## config.mk

```make
export PLATFORM = sky130hd
export DESIGN_NAME = slip_control
export DESIGN_NICKNAME = d
export VERILOG_FILES = /design/src/shared/slip_pkg.sv /design/src/rtl/insn_decode.sv /design/src/rtl/hazard_space.sv /design/src/rtl/slip_control.sv
export SDC_FILE = /design/constraint.sdc
export NUM_CORES = 1
export LEC_CHECK = 0
export BUFFER_PORTS_ARGS = -buffer_cell sky130_fd_sc_hd__buf_2
export CAP_MARGIN = 20
export CORE_ASPECT_RATIO = 1.2
export CORE_MARGIN = 3
export CORE_UTILIZATION = 30
export CTS_CLUSTER_DIAMETER = 120
export DETAILED_ROUTE_END_ITERATION = 16
export SETUP_SLACK_MARGIN = 0.3
export SYNTH_ARGS = -nofsm -noshare
export SYNTH_HDL_FRONTEND = slang
export SYNTH_SLANG_ARGS = --single-unit
```

## constraint.sdc

```tcl
create_clock -name clock -period 7.4 [get_ports clock]
set_input_delay 0.37 -clock clock [delete_from_list [all_inputs] [get_ports clock]]
set_output_delay 0.37 -clock clock [all_outputs]
set_load 0.005 [all_outputs]
```

## src/shared/slip_pkg.sv

```systemverilog
// constants and carriers for the five-stage slip and interlock control
// assumes one core clock; decode fields follow the 32-bit instruction word
// How it works
// - each clock decide per stage advance; a held stage holds all earlier
// - later stages keep advancing; bubble no-op enters behind held stage
// - held instruction retries every cycle, issues once condition clears
// - icache miss: instruction waits in E, missing word forwarded into E
// - consumer of previous load destination held one extra cycle in E
// - consumer of system-control read destination delayed one cycle in E
// - fast multiply consumer delayed two (16x32) or three (32x32) cycles
// - fast multiply non-consumer delayed one (16x32) or two (32x32) cycles
// - small multiplier: next multiply-divide op waits for first to finish
// - with no interlock one instruction issues per clock
// - access right after translation write uses new entry, no spacing
// - fetch sees new translation entry after three instructions or jump barrier
// - system read after translation read sees updated entries, no spacing
// - fetch sees cache-written code after three instructions or jump barrier
// - compare rewrite clears timer interrupt after four instructions
// - other system-control writes seen after two instructions
// - barriers clear execution hazards; jump barrier plus sync clears fetch
// - execution barrier decoded as variant of the no-op encoding
// - register jumps with hint bit 10 set are hazard barriers
// - icache sync decoded as new encoding in register-immediate group
// - interlocks only hold part of the pipe, never halt it whole
package slip_pkg;
   localparam logic [5:0] OP_SPECIAL  = 6'h00;
   localparam logic [5:0] OP_REG_IMMEDIATE_GROUP   = 6'h01;
   localparam logic [5:0] OP_COP0     = 6'h10;
   localparam logic [5:0] OP_CACHE    = 6'h2f;
   localparam logic [5:0] OP_SPECIAL2 = 6'h1c;
   localparam logic [5:0] FN_JR       = 6'h08;
   localparam logic [5:0] FN_JALR     = 6'h09;
   localparam logic [5:0] FN_SLL      = 6'h00;
   localparam logic [5:0] FN_MUL      = 6'h02;
   localparam logic [4:0] RT_ICACHE_SYNC_OP    = 5'h1f;
   localparam logic [4:0] RS_MF       = 5'h00;
   localparam logic [4:0] RS_MT       = 5'h04;
   localparam logic [5:0] FN_XLAT_READ_OP     = 6'h01;
   localparam logic [5:0] FN_XLAT_WRITE_INDEXED_OP    = 6'h02;
   localparam logic [5:0] FN_XLAT_WRITE_RANDOM_OP    = 6'h06;
   localparam logic [4:0] SA_EXEC_BAR = 5'h03;
   localparam int         HINT_BAR_BIT = 10;
   localparam logic [4:0] CP0_COMPARE = 5'h0b;
   // issue delays in cycles
   localparam logic [1:0] DLY_LOAD     = 2'h1;
   localparam logic [1:0] DLY_SYSREAD  = 2'h1;
   localparam logic [1:0] DLY_MUL16_C  = 2'h2;
   localparam logic [1:0] DLY_MUL32_C  = 2'h3;
   localparam logic [1:0] DLY_MUL16_N  = 2'h1;
   localparam logic [1:0] DLY_MUL32_N  = 2'h2;
   // hazard spacings in instructions
   localparam logic [2:0] SP_XLAT_FETCH = 3'h3;
   localparam logic [2:0] SP_CACHE_FETCH = 3'h3;
   localparam logic [2:0] SP_TIMER      = 3'h4;
   localparam logic [2:0] SP_SYSWRITE   = 3'h2;
   localparam logic [2:0] SP_XLAT_EXEC  = 3'h0;
   localparam logic [2:0] SP_XLAT_READ  = 3'h0;

   typedef struct packed {
      logic       valid;
      logic       is_load;
      logic       sysctl_read_op;
      logic       sysctl_write_op;
      logic       timer_clear;
      logic       reg_multiply_op;
      logic       mdu_op;
      logic       xlat_write_op;
      logic       xlat_read_op;
      logic       cache_op;
      logic       exec_barrier_op;
      logic       jump_barrier_op;
      logic       icache_sync_op;
      logic       mem_op;
      logic       rs_used;
      logic       rt_used;
      logic [4:0] rs;
      logic [4:0] rt;
      logic [4:0] dest;
   } decode_t;

   typedef struct packed {
      logic adv_i;
      logic adv_e;
      logic adv_m;
      logic adv_a;
   } advance_t;
endpackage

```

## src/rtl/insn_decode.sv

```systemverilog
// decodes one instruction word into the hazard-relevant fields
// assumes the word is valid whenever valid is high
`timescale 1ns/1ns
module insn_decode
(
   input  wire logic             valid,
   input  wire logic [31:0]      word,
   output slip_pkg::decode_t     dec
);
   logic [5:0] op;
   logic [5:0] fn;
   logic [4:0] rs;
   logic [4:0] rt;
   logic [4:0] rd;
   assign op = word[31:26];
   assign fn = word[5:0];
   assign rs = word[25:21];
   assign rt = word[20:16];
   assign rd = word[15:11];

   // field classification
   always_comb
   begin
      dec = '0;
      dec.valid = valid;
      dec.rs = rs;
      dec.rt = rt;
      dec.is_load = valid && (op[5:3] == 3'h4);
      dec.mem_op = valid && (op[5:4] == 2'h2 || op == slip_pkg::OP_CACHE);
      dec.cache_op = valid && op == slip_pkg::OP_CACHE;
      dec.rs_used = valid;
      dec.rt_used = valid && (op == slip_pkg::OP_SPECIAL
                    || op[5:3] == 3'h5 || op == slip_pkg::OP_SPECIAL2);
      if (dec.is_load)
         dec.dest = rt;
      else if (op == slip_pkg::OP_SPECIAL || op == slip_pkg::OP_SPECIAL2)
         dec.dest = rd;
      else
         dec.dest = rt;
      // sll r0,r0,3: still a no-op on older cores
      dec.exec_barrier_op = valid && word[31:11] == 21'h0
                            && word[10:6] == slip_pkg::SA_EXEC_BAR
                            && fn == slip_pkg::FN_SLL;
      dec.jump_barrier_op = valid && op == slip_pkg::OP_SPECIAL
                            && (fn == slip_pkg::FN_JR
                                || fn == slip_pkg::FN_JALR)
                            && word[slip_pkg::HINT_BAR_BIT];
      dec.icache_sync_op = valid && op == slip_pkg::OP_REG_IMMEDIATE_GROUP
                           && rt == slip_pkg::RT_ICACHE_SYNC_OP;
      dec.sysctl_read_op = valid && op == slip_pkg::OP_COP0
                           && rs == slip_pkg::RS_MF;
      dec.sysctl_write_op = valid && op == slip_pkg::OP_COP0
                            && rs == slip_pkg::RS_MT;
      dec.timer_clear = dec.sysctl_write_op && rd == slip_pkg::CP0_COMPARE;
      dec.xlat_write_op = valid && op == slip_pkg::OP_COP0 && word[25]
                          && (fn == slip_pkg::FN_XLAT_WRITE_INDEXED_OP
                              || fn == slip_pkg::FN_XLAT_WRITE_RANDOM_OP);
      dec.xlat_read_op = valid && op == slip_pkg::OP_COP0 && word[25]
                         && fn == slip_pkg::FN_XLAT_READ_OP;
      dec.reg_multiply_op = valid && op == slip_pkg::OP_SPECIAL2
                            && fn == slip_pkg::FN_MUL;
      dec.mdu_op = dec.reg_multiply_op || (valid && op == slip_pkg::OP_SPECIAL
                   && fn[5:3] == 3'h3) || (valid && op == slip_pkg::OP_SPECIAL
                   && fn[5:3] == 3'h2);
   end
endmodule

```

## src/rtl/hazard_space.sv

```systemverilog
// counts instructions issued since a hazard producer; clears on a barrier
// assumes issue is a one-cycle pulse per instruction leaving E
`timescale 1ns/1ns
module hazard_space
(
   input  wire logic       clock,
   input  wire logic       rst,
   input  wire logic       start,
   input  wire logic [2:0] spacing,
   input  wire logic       issue,
   input  wire logic       barrier,
   output logic            pending
);
   logic [2:0] left_reg;

   // countdown of instructions still inside the hazard shadow
   always_ff @(posedge clock or posedge rst)
   begin
      if (rst)
         left_reg <= 3'h0;
      else if (start)
         left_reg <= spacing;
      else if (barrier)
         left_reg <= 3'h0;
      else if (issue && left_reg != 3'h0)
         left_reg <= left_reg - 3'h1;
   end
   assign pending = left_reg != 3'h0;
endmodule

```

## src/rtl/slip_control.sv

```systemverilog
// slip and interlock control for the I, E, M, A, W pipeline
// assumes the icache, data side and multiply unit report status each cycle
`timescale 1ns/1ns
module slip_control
(
   input  wire logic        clock,
   input  wire logic        rst,
   input  wire logic        fetch_valid,
   input  wire logic [31:0] fetch_word,
   input  wire logic        icache_miss,
   input  wire logic        icache_fill_valid,
   input  wire logic [31:0] icache_fill_word,
   input  wire logic        xlat_fetch_miss,
   input  wire logic        xlat_data_miss,
   input  wire logic        dcache_hold,
   input  wire logic        fast_multiplier,
   input  wire logic        mul_wide,
   input  wire logic        mdu_busy,
   output logic             adv_i_reg,
   output logic             adv_e_reg,
   output logic             adv_m_reg,
   output logic             adv_a_reg,
   output logic             bubble_m_reg,
   output logic             issue_reg,
   output logic             exec_hazard_reg,
   output logic             instr_hazard_reg,
   output logic             timer_irq_out_reg
);
   slip_pkg::decode_t dec_e;
   slip_pkg::decode_t dec_m;
   slip_pkg::decode_t dec_m_next;
   slip_pkg::decode_t dec_a;
   slip_pkg::advance_t adv;
   logic [31:0] word_e_reg;
   logic        valid_e_reg;
   logic        wait_fill_reg;
   logic [1:0]  slip_cnt_reg;
   logic        mul_last_reg;
   logic [4:0]  mul_dest_reg;
   logic        mdu_prev_reg;
   logic        hold_e;
   logic        hold_m;
   logic        hold_a;
   logic        e_dep;
   logic [1:0]  need;
   logic        issue;
   logic        xlat_pend;
   logic        cache_pend;
   logic        timer_pend;
   logic        sys_pend;
   logic        exec_bar;
   logic        instr_bar;

   // true when the E instruction reads register r
   function automatic logic reads(input slip_pkg::decode_t d,
                                  input logic [4:0] r);
      reads = r != 5'h00 && ((d.rs_used && d.rs == r)
                             || (d.rt_used && d.rt == r));
   endfunction

   insn_decode u_dec_e
   (
      .valid (valid_e_reg),
      .word  (word_e_reg),
      .dec   (dec_e)
   );

   // extra cycles required in E by the instruction ahead in M, or by the last issued fast multiply
   always_comb
   begin
      need = 2'h0;
      e_dep = dec_m.valid && reads(dec_e, dec_m.dest);
      if (dec_m.is_load && e_dep)
         need = slip_pkg::DLY_LOAD;
      else if (dec_m.sysctl_read_op && e_dep)
         need = slip_pkg::DLY_SYSREAD;
      else if (mul_last_reg && dec_e.valid)
      begin
         if (reads(dec_e, mul_dest_reg))
            need = mul_wide ? slip_pkg::DLY_MUL32_C
                            : slip_pkg::DLY_MUL16_C;
         else
            need = mul_wide ? slip_pkg::DLY_MUL32_N
                            : slip_pkg::DLY_MUL16_N;
      end
   end

   // hold terms, latest stage first so its hold wins
   always_comb
   begin
      hold_a = dcache_hold;
      hold_m = hold_a || xlat_data_miss;
      hold_e = hold_m || wait_fill_reg
               || (need != 2'h0 && slip_cnt_reg != need)
               || (!fast_multiplier && dec_e.mdu_op
                   && (mdu_busy || mdu_prev_reg));
      // xlat_write then memory op needs no slip: new entry seen at once
      adv.adv_a = !hold_a;
      adv.adv_m = !hold_m;
      adv.adv_e = !hold_e;
      adv.adv_i = !hold_e && !xlat_fetch_miss;
   end
   // W always drains, so the pipe never halts whole
   assign issue = adv.adv_e && valid_e_reg;

   // slip counter: counts interlock cycles spent waiting in E while M is not held
   always_ff @(posedge clock or posedge rst)
   begin
      if (rst)
         slip_cnt_reg <= 2'h0;
      else if (adv.adv_e || need == 2'h0)
         slip_cnt_reg <= 2'h0;
      else if (!hold_m)
         slip_cnt_reg <= slip_cnt_reg + 2'h1;
   end

   // area multiplier keeps its op pending one cycle after issue
   always_ff @(posedge clock or posedge rst)
   begin
      if (rst)
         mdu_prev_reg <= 1'b0;
      else
         mdu_prev_reg <= issue && dec_e.mdu_op && !fast_multiplier;
   end

   // fast multiply shadow lasts until the next issue or a cycle with E empty; the bubble that
   // follows the multiply into M must not cut the slip short
   always_ff @(posedge clock or posedge rst)
   begin
      if (rst)
      begin
         mul_last_reg <= 1'b0;
         mul_dest_reg <= 5'h00;
      end
      else if (issue)
      begin
         mul_last_reg <= dec_e.reg_multiply_op && fast_multiplier;
         mul_dest_reg <= dec_e.dest;
      end
      else if (!valid_e_reg)
         mul_last_reg <= 1'b0;
   end

   // E stage word: filled from fetch, or forwarded from the miss refill
   always_ff @(posedge clock or posedge rst)
   begin
      if (rst)
      begin
         word_e_reg <= 32'h0;
         valid_e_reg <= 1'b0;
         wait_fill_reg <= 1'b0;
      end
      else if (wait_fill_reg)
      begin
         if (icache_fill_valid)
         begin
            word_e_reg <= icache_fill_word;
            valid_e_reg <= 1'b1;
            wait_fill_reg <= 1'b0;
         end
      end
      else if (adv.adv_i)
      begin
         word_e_reg <= fetch_word;
         valid_e_reg <= fetch_valid && !icache_miss;
         wait_fill_reg <= fetch_valid && icache_miss;
      end
      else if (adv.adv_e)
         valid_e_reg <= 1'b0;
   end

   // M and A stage decode; a bubble enters M when E holds
   always_comb
   begin
      dec_m_next = dec_e;
      if (!issue)
         dec_m_next = '0;
   end
   always_ff @(posedge clock or posedge rst)
   begin
      if (rst)
      begin
         dec_m <= '0;
         dec_a <= '0;
      end
      else
      begin
         if (adv.adv_m)
            dec_m <= dec_m_next;
         if (adv.adv_a)
            dec_a <= adv.adv_m ? dec_m : '0;
      end
   end

   // barrier decode at issue
   assign exec_bar = issue && (dec_e.exec_barrier_op
                               || dec_e.jump_barrier_op);
   assign instr_bar = issue && dec_e.jump_barrier_op;

   // fetch sees new translation after three instructions or a jump barrier
   hazard_space u_xlat
   (
      .clock   (clock),
      .rst     (rst),
      .start   (issue && dec_e.xlat_write_op),
      .spacing (slip_pkg::SP_XLAT_FETCH),
      .issue   (issue),
      .barrier (instr_bar),
      .pending (xlat_pend)
   );
   // cache write of the instruction stream; sync with jump barrier clears
   hazard_space u_cache
   (
      .clock   (clock),
      .rst     (rst),
      .start   (issue && (dec_e.cache_op || dec_e.icache_sync_op)),
      .spacing (slip_pkg::SP_CACHE_FETCH),
      .issue   (issue),
      .barrier (instr_bar),
      .pending (cache_pend)
   );
   // timer clear through compare rewrite
   hazard_space u_timer
   (
      .clock   (clock),
      .rst     (rst),
      .start   (issue && dec_e.timer_clear),
      .spacing (slip_pkg::SP_TIMER),
      .issue   (issue),
      .barrier (exec_bar),
      .pending (timer_pend)
   );
   // other system-control writes; translation reads need no spacing
   hazard_space u_sys
   (
      .clock   (clock),
      .rst     (rst),
      .start   (issue && dec_e.sysctl_write_op && !dec_e.timer_clear),
      .spacing (slip_pkg::SP_SYSWRITE),
      .issue   (issue),
      .barrier (exec_bar),
      .pending (sys_pend)
   );
   // an xlat read retires its entry values before a following system read
   // so the read sees them with zero spacing

   // registered outputs
   always_ff @(posedge clock or posedge rst)
   begin
      if (rst)
      begin
         adv_i_reg <= 1'b0;
         adv_e_reg <= 1'b0;
         adv_m_reg <= 1'b0;
         adv_a_reg <= 1'b0;
         bubble_m_reg <= 1'b0;
         issue_reg <= 1'b0;
         exec_hazard_reg <= 1'b0;
         instr_hazard_reg <= 1'b0;
         timer_irq_out_reg <= 1'b0;
      end
      else
      begin
         adv_i_reg <= adv.adv_i;
         adv_e_reg <= adv.adv_e;
         adv_m_reg <= adv.adv_m;
         adv_a_reg <= adv.adv_a;
         bubble_m_reg <= adv.adv_m && !issue;
         issue_reg <= issue;
         exec_hazard_reg <= timer_pend || sys_pend;
         instr_hazard_reg <= xlat_pend || cache_pend;
         timer_irq_out_reg <= timer_pend;
      end
   end

   AST_HOLD_CHAIN: assert property (@(posedge clock) disable iff (rst)
      !adv.adv_m |-> !adv.adv_e && !adv.adv_i)
      else $error("earlier stage advanced past a held stage");
   AST_BACK_DRAINS: assert property (@(posedge clock) disable iff (rst)
      (!adv.adv_e && adv.adv_m) |=> bubble_m_reg)
      else $error("no bubble behind held E");
   AST_LOAD_SLIP: assert property (@(posedge clock) disable iff (rst)
      (dec_m.is_load && reads(dec_e, dec_m.dest) && adv.adv_a
       && !xlat_data_miss && !wait_fill_reg && slip_cnt_reg == 2'h0)
      |-> !issue)
      else $error("load consumer issued without slip");
   AST_MUL_WIDE: assert property (@(posedge clock) disable iff (rst)
      (need == slip_pkg::DLY_MUL32_C && slip_cnt_reg == 2'h0
       && !hold_m && !wait_fill_reg) |-> !issue ##1 !issue)
      else $error("wide multiply consumer issued early");
   AST_FILL_FWD: assert property (@(posedge clock) disable iff (rst)
      (wait_fill_reg && icache_fill_valid) |=> valid_e_reg
      && word_e_reg == $past(icache_fill_word))
      else $error("refill word not forwarded into E");
   AST_FREE_ISSUE: assert property (@(posedge clock) disable iff (rst)
      (valid_e_reg && need == 2'h0 && !hold_m && !wait_fill_reg
       && !(dec_e.mdu_op && !fast_multiplier)) |-> issue)
      else $error("issue blocked with no interlock");
   AST_XLAT_SPACE: assert property (@(posedge clock) disable iff (rst)
      (issue && dec_e.xlat_write_op) |=> xlat_pend)
      else $error("translation fetch hazard not tracked");
   AST_BARRIER: assert property (@(posedge clock) disable iff (rst)
      (exec_bar && !(issue && dec_e.sysctl_write_op)) |=> !sys_pend)
      else $error("barrier did not clear execution hazard");
   AST_SMALL_MDU: assert property (@(posedge clock) disable iff (rst)
      (!fast_multiplier && dec_e.mdu_op && mdu_busy) |-> !issue)
      else $error("mdu op issued while unit busy");
   AST_XLAT_NO_SLIP: assert property (@(posedge clock)
      disable iff (rst)
      (dec_m.xlat_write_op && dec_e.mem_op) |-> need == 2'h0)
      else $error("memory op slipped behind translation write");
   AST_XLAT_READ_FREE: assert property (@(posedge clock)
      disable iff (rst)
      (dec_m.xlat_read_op && dec_e.sysctl_read_op) |-> need == 2'h0)
      else $error("system read slipped behind translation read");
endmodule

```

==> flow_summary.yaml, run 1 <==
placement:
  placed_cells: 617
  dp_hpwl_um: 7760
  port_buffers: 83
  routabilityCongestion: 0.892
  pre_cts_slack_ns: 2.87
floorplan:
  core_sq_mm: 0.0129
  ioPinCount: 84
  rows: 45
  dieWidth_um: 112
  chipHeight_um: 133
  die_area_sq_mm: 0.0148
  start_util: 0.311
critical_path:
  rr_startpoint: "word_e_reg[31]"
  cp-start-kind: "flop"
  critPathBufInv: 1
  crit_required_ns: 7.62
  cpPeakStageDelay_ns: 0.74
  critPathKind: "flop to flop"
  r2r_slack_ns: 2.83
  reg2reg_to: "word_e_reg[25]"
  endpoint_kind: "flop"
  crit_chain: "nor3_2, o21ai_4, a2111oi_0, o221ai_1, ha_1, nand2_1, a211o_1, nor2_1, or4_1, nor3_2, nand2b_1, buf_8, o221a_2"
  timing.critical_path.mode_cell: "nor3_2"
  slowest_stage: "nor3_2"
  crit_fanout: 25
  crit_family: "simple AND/OR/NAND/NOR gates"
  cp.arrival_ns: 4.79
  reg2reg_depth: 13
pwr:
  switching_share: 0.326
  p_sw_w: 0.000468
  p_seq_frac: 0.429
  p_leak_nw: 2.12
  p_int_w: 0.000968
  power_density_mw_per_mm2: 293
  max-vdd-ir-drop_mv: 0.112
  clkPwrFrac: 0.302
  power_frac_comb: 0.268
clocking:
  clock_latency_ns: 0.34
  cts.root.buffer_cell: "clkbuf_16"
  numCtsBuffers: 9
  cts.clk_slew.worst_paths_ns: 0.05
  cts_resized: 0
  clock-sinks: 72
  cts_tree: "done"
  clk_path_buf_depth: 2
  htreeDepth: 3
  post-cts-setup-buffer-count: 0
  hold_buffers: 0
route:
  ant_nets: 0
  dr_total_vias: 3289
  drcViolationCount: 0
  finalWirelength_um: 10400
  first_pass_iters: 4
  routed_via_density: 5.20
  post_drt_wl_per_cell_um: 16.4
  drt_first_iter_violations: 112
global_routing:
  grt.overflow.total: 0
  grt_pass1_wl_um: 17300
  first_global_vias: 3395
  antenna_found_initial: 0
  grt_max_degree: 73
  track_usage: 0.145
layout:
  drive_above_1_share: 0.316
  multi_input_area_sq_mm: 0.00203
  fillers: 1276
  fin_cells: 633
  largest_reg_flops: 32
  fin_nets: 549
  area_delta_synth_final_pct: 22.0
  register_area_sq_mm: 0.00180
  antennaDiodeCount: 0
  final_common_cell: "buf_2"
  final_cell_mix: "buf_2 (83), dfrtp_1 (72), nand2_1 (32), nand3b_1 (32), o221a_2 (29)"
  fin_util: 0.380
synth:
  synth_area_leaders: "dfrtp_1 (45%), o221a_2 (8.1%), nand3b_1 (6.0%)"
  synthDistinctLibCells: 57
  ys.flop_type: "dfrtp_1"
  synth-async-reset-ratio: 1.00
  synth_edf_count: 0
  yosysWarnings: 0
  syn-num-nets: 476
  synth-seq-cells: 72
  synth.cell_area_sq_mm: 0.00401
  synth_top_area_frac: 0.449
  yosysTopAreaCell: "dfrtp_1"
  syn_inst: 392
  yosysSeqAreaShare: 0.449
  syn-mean-instance-area_sq_um: 10.2
sta:
  fin_skew_ns: 0.00785
  worst_pin_slew_ns: 0.949
  setup_ws_ns: 2.83
  holdWs_ns: 0.179
  min_period_ns: 4.57
  setup_viol: 0
  tns_ns: 0
  rsz0062_at_grt: "false"
  slew_headroom: 0.368
  slew_viol_final: 0
  max_freq_mhz: 219
  hold_viol: 0
  post-route-period-util: 0.618
min_path:
  hp-start: "dcache_hold"
  hold_end: "adv_a_reg"
  hp-class: "primary input to flop"
  holdPathStages: 2
status:
  outcome: "complete, no violations"
flow_run:
  drv_cap: 0
## power groups by stage
stage                     clock [W]  sequential (W)  combinational [W]
after floorplan                   0        0.000568           0.000321
after global placement            0        0.000620           0.000368
after detailed placement          0        0.000622           0.000388
after CTS                  0.000443        0.000618           0.000389
after global routing       0.000465        0.000633           0.000441
final                      0.000434        0.000616           0.000385
## how the worst max path moves through the flow
stage	depth (start not counted)	end	from	slack, ns
after detailed placement	13	word_e_reg[25]	word_e_reg[29]	2.87
after CTS	13	word_e_reg[25]	word_e_reg[29]	2.85
after global routing	13	word_e_reg[6]	word_e_reg[29]	2.44
after global placement	12	word_e_reg[15]	word_e_reg[29]	2.52
after floorplan	15	u_sys.left_reg[0]	word_e_reg[30]	3.91
final	13	word_e_reg[25]	word_e_reg[31]	2.83
## area by class of cell
cell class,instances,share of cell area
repair buffers,88,0.0981
well taps,164,0.0419
multi-input cells,272,0.414
inverters,22,0.0179
clock inverters,5,0.0115
clock buffers,10,0.0488
flip-flops and latches,72,0.368
## routing by layer
| layer | global-route usage | share of wire | up-vias |
|---|---|---|---|
| li1 | - | - | 1594 |
| met1 | 0.184 | 0.44 | 1594 |
| met4 | 0.0568 | 0.020 | 0 |
| met2 | 0.240 | 0.49 | 83 |
| met5 | 0 | 0 | - |
| met3 | 0.0339 | 0.044 | 18 |
## worst register-to-register path: stages, from the launching register on
cell and delay [ns]:
dfrtp_1 0.47, nor3_2 0.33, o21ai_4 0.17, a2111oi_0 0.41, o221ai_1 0.19, ha_1 0.34
nand2_1 0.09, a211o_1 0.15, nor2_1 0.04, or4_1 0.55, nor3_2 0.74, nand2b_1 0.41
buf_8 0.28, o221a_2 0.28
## cell families (layout without fill, tap and decap cells)
kind of cell             count (synthesis)  count (layout)  share of synthesized area
AO/OA/AOI/OAI                           88              88                      0.196
XOR/XNOR                                22              22                     0.0480
AND/OR/NAND/NOR                        147             147                      0.212
flip-flops                              72              72                      0.449
multiplexers                             6               6                     0.0150
buffers and inverters                   48             125                     0.0515
adder cells (fa/ha/maj)                  9               9                     0.0281
## Yosys cell counts (2+ instances only)
library cell   n
a2111oi_0      2
a21oi_1        6
a22o_1         6
and3_1         2
and3b_1        2
and4_1         3
buf_1          2
buf_2          8
clkbuf_1      14
dfrtp_1       72
ha_1           9
inv_1         21
mux2i_1        6
nand2_1       32
nand2b_1       4
nand3_1        9
nand3b_1      32
nand4_1        6
nand4b_1       2
nor2_1        21
nor2b_1        3
nor3_1        11
nor3_2         3
nor4_1         5
nor4b_1        2
o21ai_0       18
o21ai_1        5
o221a_1        2
o221a_2       29
o31a_1         2
o41ai_2        3
or2_2          3
or4_1          3
xnor2_1       16
xor2_1         6
## through the flow
step	area [sq um]	total power, W
2_1_floorplan	4010	0.000889
3_3_place_gp	4560	0.000988
3_5_place_dp	4570	0.00101
4_1_cts	4870	0.00145
5_1_grt	4900	0.00154
6_report	4900	0.00144
No activity file was read; power rests on OpenSTA's default activity.
==> run 2, diff against run 1 <==
--- a/config.mk
+++ b/config.mk
@@ -5,6 +5,7 @@
 export SDC_FILE = /design/constraint.sdc
 export NUM_CORES = 1
 export LEC_CHECK = 0
+export ABC_AREA = 1
 export BUFFER_PORTS_ARGS = -buffer_cell sky130_fd_sc_hd__buf_2
 export CAP_MARGIN = 20
 export CORE_ASPECT_RATIO = 1.2
==> constraint.sdc (replaced) <==
create_clock -name clock -period 4.4 [get_ports clock]
set_input_delay 0.22 -clock clock [delete_from_list [all_inputs] [get_ports clock]]
set_output_delay 0.22 -clock clock [all_outputs]
set_load 0.005 [all_outputs]
==> run 2 against run 1 <==
Net effect:
- sequential power increased by 88%
- synthesized area grew 9.7%
- synthesized cell count is 62% higher
==> flow_summary.yaml, run 2 <==
status:
  outcome: "complete, no violations"
clocking:
  post-cts-setup-buffer-count: 0
  hold_buffers: 0
  numCtsBuffers: 9
  htreeDepth: 3
  cts.clk_slew.worst_paths_ns: 0.06
  cts_resized: 0
  cts.root.buffer_cell: "clkbuf_16"
  clock-sinks: 72
  clk_path_buf_depth: 2
  cts_tree: "done"
  clock_latency_ns: 0.33
critical_path:
  crit_family: "simple AND/OR/NAND/NOR gates"
  crit_chain: "nor2_2, nand3_1, nand3_1, nand2_1, o21ai_0, o21ai_0, ha_1, or2_2, nand3_1, nand2_1, nand2_1, nand2_1, nor2_2, nand2_4, nand2_4, nand2_1, o21ai_1"
  crit_fanout: 59
  cp.arrival_ns: 3.54
  timing.critical_path.mode_cell: "nand2_1"
  critPathKind: "flop to flop"
  critPathBufInv: 0
  slowest_stage: "dfrtp_1"
  rr_startpoint: "word_e_reg[26]"
  crit_start: "word_e_reg[26]"
  cpPeakStageDelay_ns: 0.45
  crit_required_ns: 4.65
  cp-start-kind: "flop"
  endpoint_kind: "flop"
synth:
  syn-mean-instance-area_sq_um: 6.94
  ys.flop_type: "dfrtp_1"
  synth-seq-cells: 72
  synth-async-reset-ratio: 1.00
  synth.cell_area_sq_mm: 0.00440
  synth_area_leaders: "dfrtp_1 (41%), nand2_1 (20%), inv_1 (6.7%)"
  synth_edf_count: 0
  synth_top_area_frac: 0.409
  yosysTopAreaCell: "dfrtp_1"
  syn-num-nets: 718
  yosysWarnings: 0
  yosysMostFrequentCell: "nand2_1"
  synthDistinctLibCells: 34
  syn_inst: 634
  yosysSeqAreaShare: 0.409
  synth_common_cells: "nand2_1 (239), inv_1 (79), dfrtp_1 (72)"
layout:
  largest_reg_flops: 32
  area_delta_synth_final_pct: 19.9
  final_cell_mix: "nand2_1 (239), buf_2 (83), inv_1 (78)"
  drive_above_1_share: 0.177
  final_common_cell: "nand2_1"
  antennaDiodeCount: 0
  fin_nets: 799
placement:
  routabilityCongestion: 0.906
  dp_hpwl_um: 8950
  pre_cts_slack_ns: 1.12
  port_buffers: 83
floorplan:
  core_sq_mm: 0.0141
  chipHeight_um: 139
  ioPinCount: 84
  die_area_sq_mm: 0.0162
  rows: 47
  start_util: 0.313
  dieWidth_um: 117
global_routing:
  grt.overflow.total: 0
  track_usage: 0.151
  grt_max_degree: 60
  antenna_found_initial: 0
  first_global_vias: 4064
  grt_pass1_wl_um: 19700
sta:
  worst_pin_slew_ns: 0.921
  setup_viol: 0
  rsz0062_at_grt: "false"
  setup_ws_ns: 1.11
  holdWs_ns: 0.0450
  fin_skew_ns: 0.00395
  hold_viol: 0
  max_freq_mhz: 304
  post-route-period-util: 0.749
  slew_headroom: 0.382
  slew_viol_final: 0
  min_period_ns: 3.29
  tns_ns: 0
route:
  drcViolationCount: 0
  post_drt_wl_per_cell_um: 13.2
  finalWirelength_um: 11700
  dr_total_vias: 4191
  ant_nets: 0
  routed_via_density: 4.71
  first_pass_iters: 6
  drt_first_iter_violations: 297
pwr:
  finalPower_w: 0.00302
  max-vdd-ir-drop_mv: 0.180
  power_density_mw_per_mm2: 571
  p_leak_nw: 2.83
min_path:
  hp-class: "primary input to flop"
  hp-start: "dcache_hold"
flow_run:
  drv_cap: 0
-- run 2: path summary, 6_finish.rpt --
kind | slack, ns | end | depth (start not counted)
max | 1.11 | word_e_reg[23] | 17
min | 0.05 | adv_a_reg | 2
max reg2reg | 1.11 | word_e_reg[23] | 17
min reg2reg | 0.49 | u_timer.left_reg[0] | 2
max in group asynchronous | 3.40 | word_e_reg[7] | 3
min in group asynchronous | 0.07 | issue_reg | 2
-- run 2: power breakdown --
part / internal (W) / total, W / switching, W
Combinational: 0.000399 / 0.00106 / 0.000663
Sequential: 0.000904 / 0.00116 / 0.000256
Clock: 0.000523 / 0.000794 / 0.000270
Total: 0.00183 / 0.00302 / 0.00119
-- run 2: cell type report --
class / count / area, sq um
well taps: 171 / 214
multi-input cells: 460 / 2180
flip-flops and latches: 72 / 1800
repair buffers: 87 / 445
clock inverters: 3 / 65.1
clock buffers: 12 / 256
inverters: 85 / 319
fillers: 1499 / 8780
-- run 2: worst reg2reg max path, stage by stage (launching register included) --
cell     delay [ns]
dfrtp_1        0.45
nor2_2         0.22
nand3_1        0.14
nand3_1        0.14
nand2_1        0.08
o21ai_0        0.17
o21ai_0        0.13
ha_1           0.28
or2_2          0.31
nand3_1        0.09
nand2_1        0.07
nand2_1        0.09
nand2_1        0.07
nor2_2         0.15
nand2_4        0.11
nand2_4        0.45
nand2_1        0.17
o21ai_1        0.11
-- run 2: cells by family (layout without fill, tap and decap cells) --
| group | count (synthesis) | in the layout | synth area share |
|---|---|---|---|
| buffers and inverters | 102 | 187 | 0.0963 |
| and+or+nand+nor | 370 | 370 | 0.360 |
| adders and majority gates | 9 | 9 | 0.0256 |
| AOI/OAI and AO/OA | 72 | 72 | 0.0907 |
| DFF | 72 | 72 | 0.409 |
| xor gates and xnor gates | 9 | 9 | 0.0179 |
-- run 2: stage by stage --
step                instance area, sq um  instances  utilization
detailed placement                  4960        875        0.353
global route                        5280        890        0.376
global placement                    4960        875        0.353
floorplan                           4400        634            -
finish                              5280        890        0.376
CTS                                 5280        890        0.376
-- run 2: routing by layer --
metal / up-vias / track usage / wire, um
met5: - / 0 / 0
met2: 139 / 0.250 / 5620
met1: 1858 / 0.200 / 5320
met3: 18 / 0.0223 / 567
met4: 0 / 0.0543 / 229
li1: 2176 / - / -
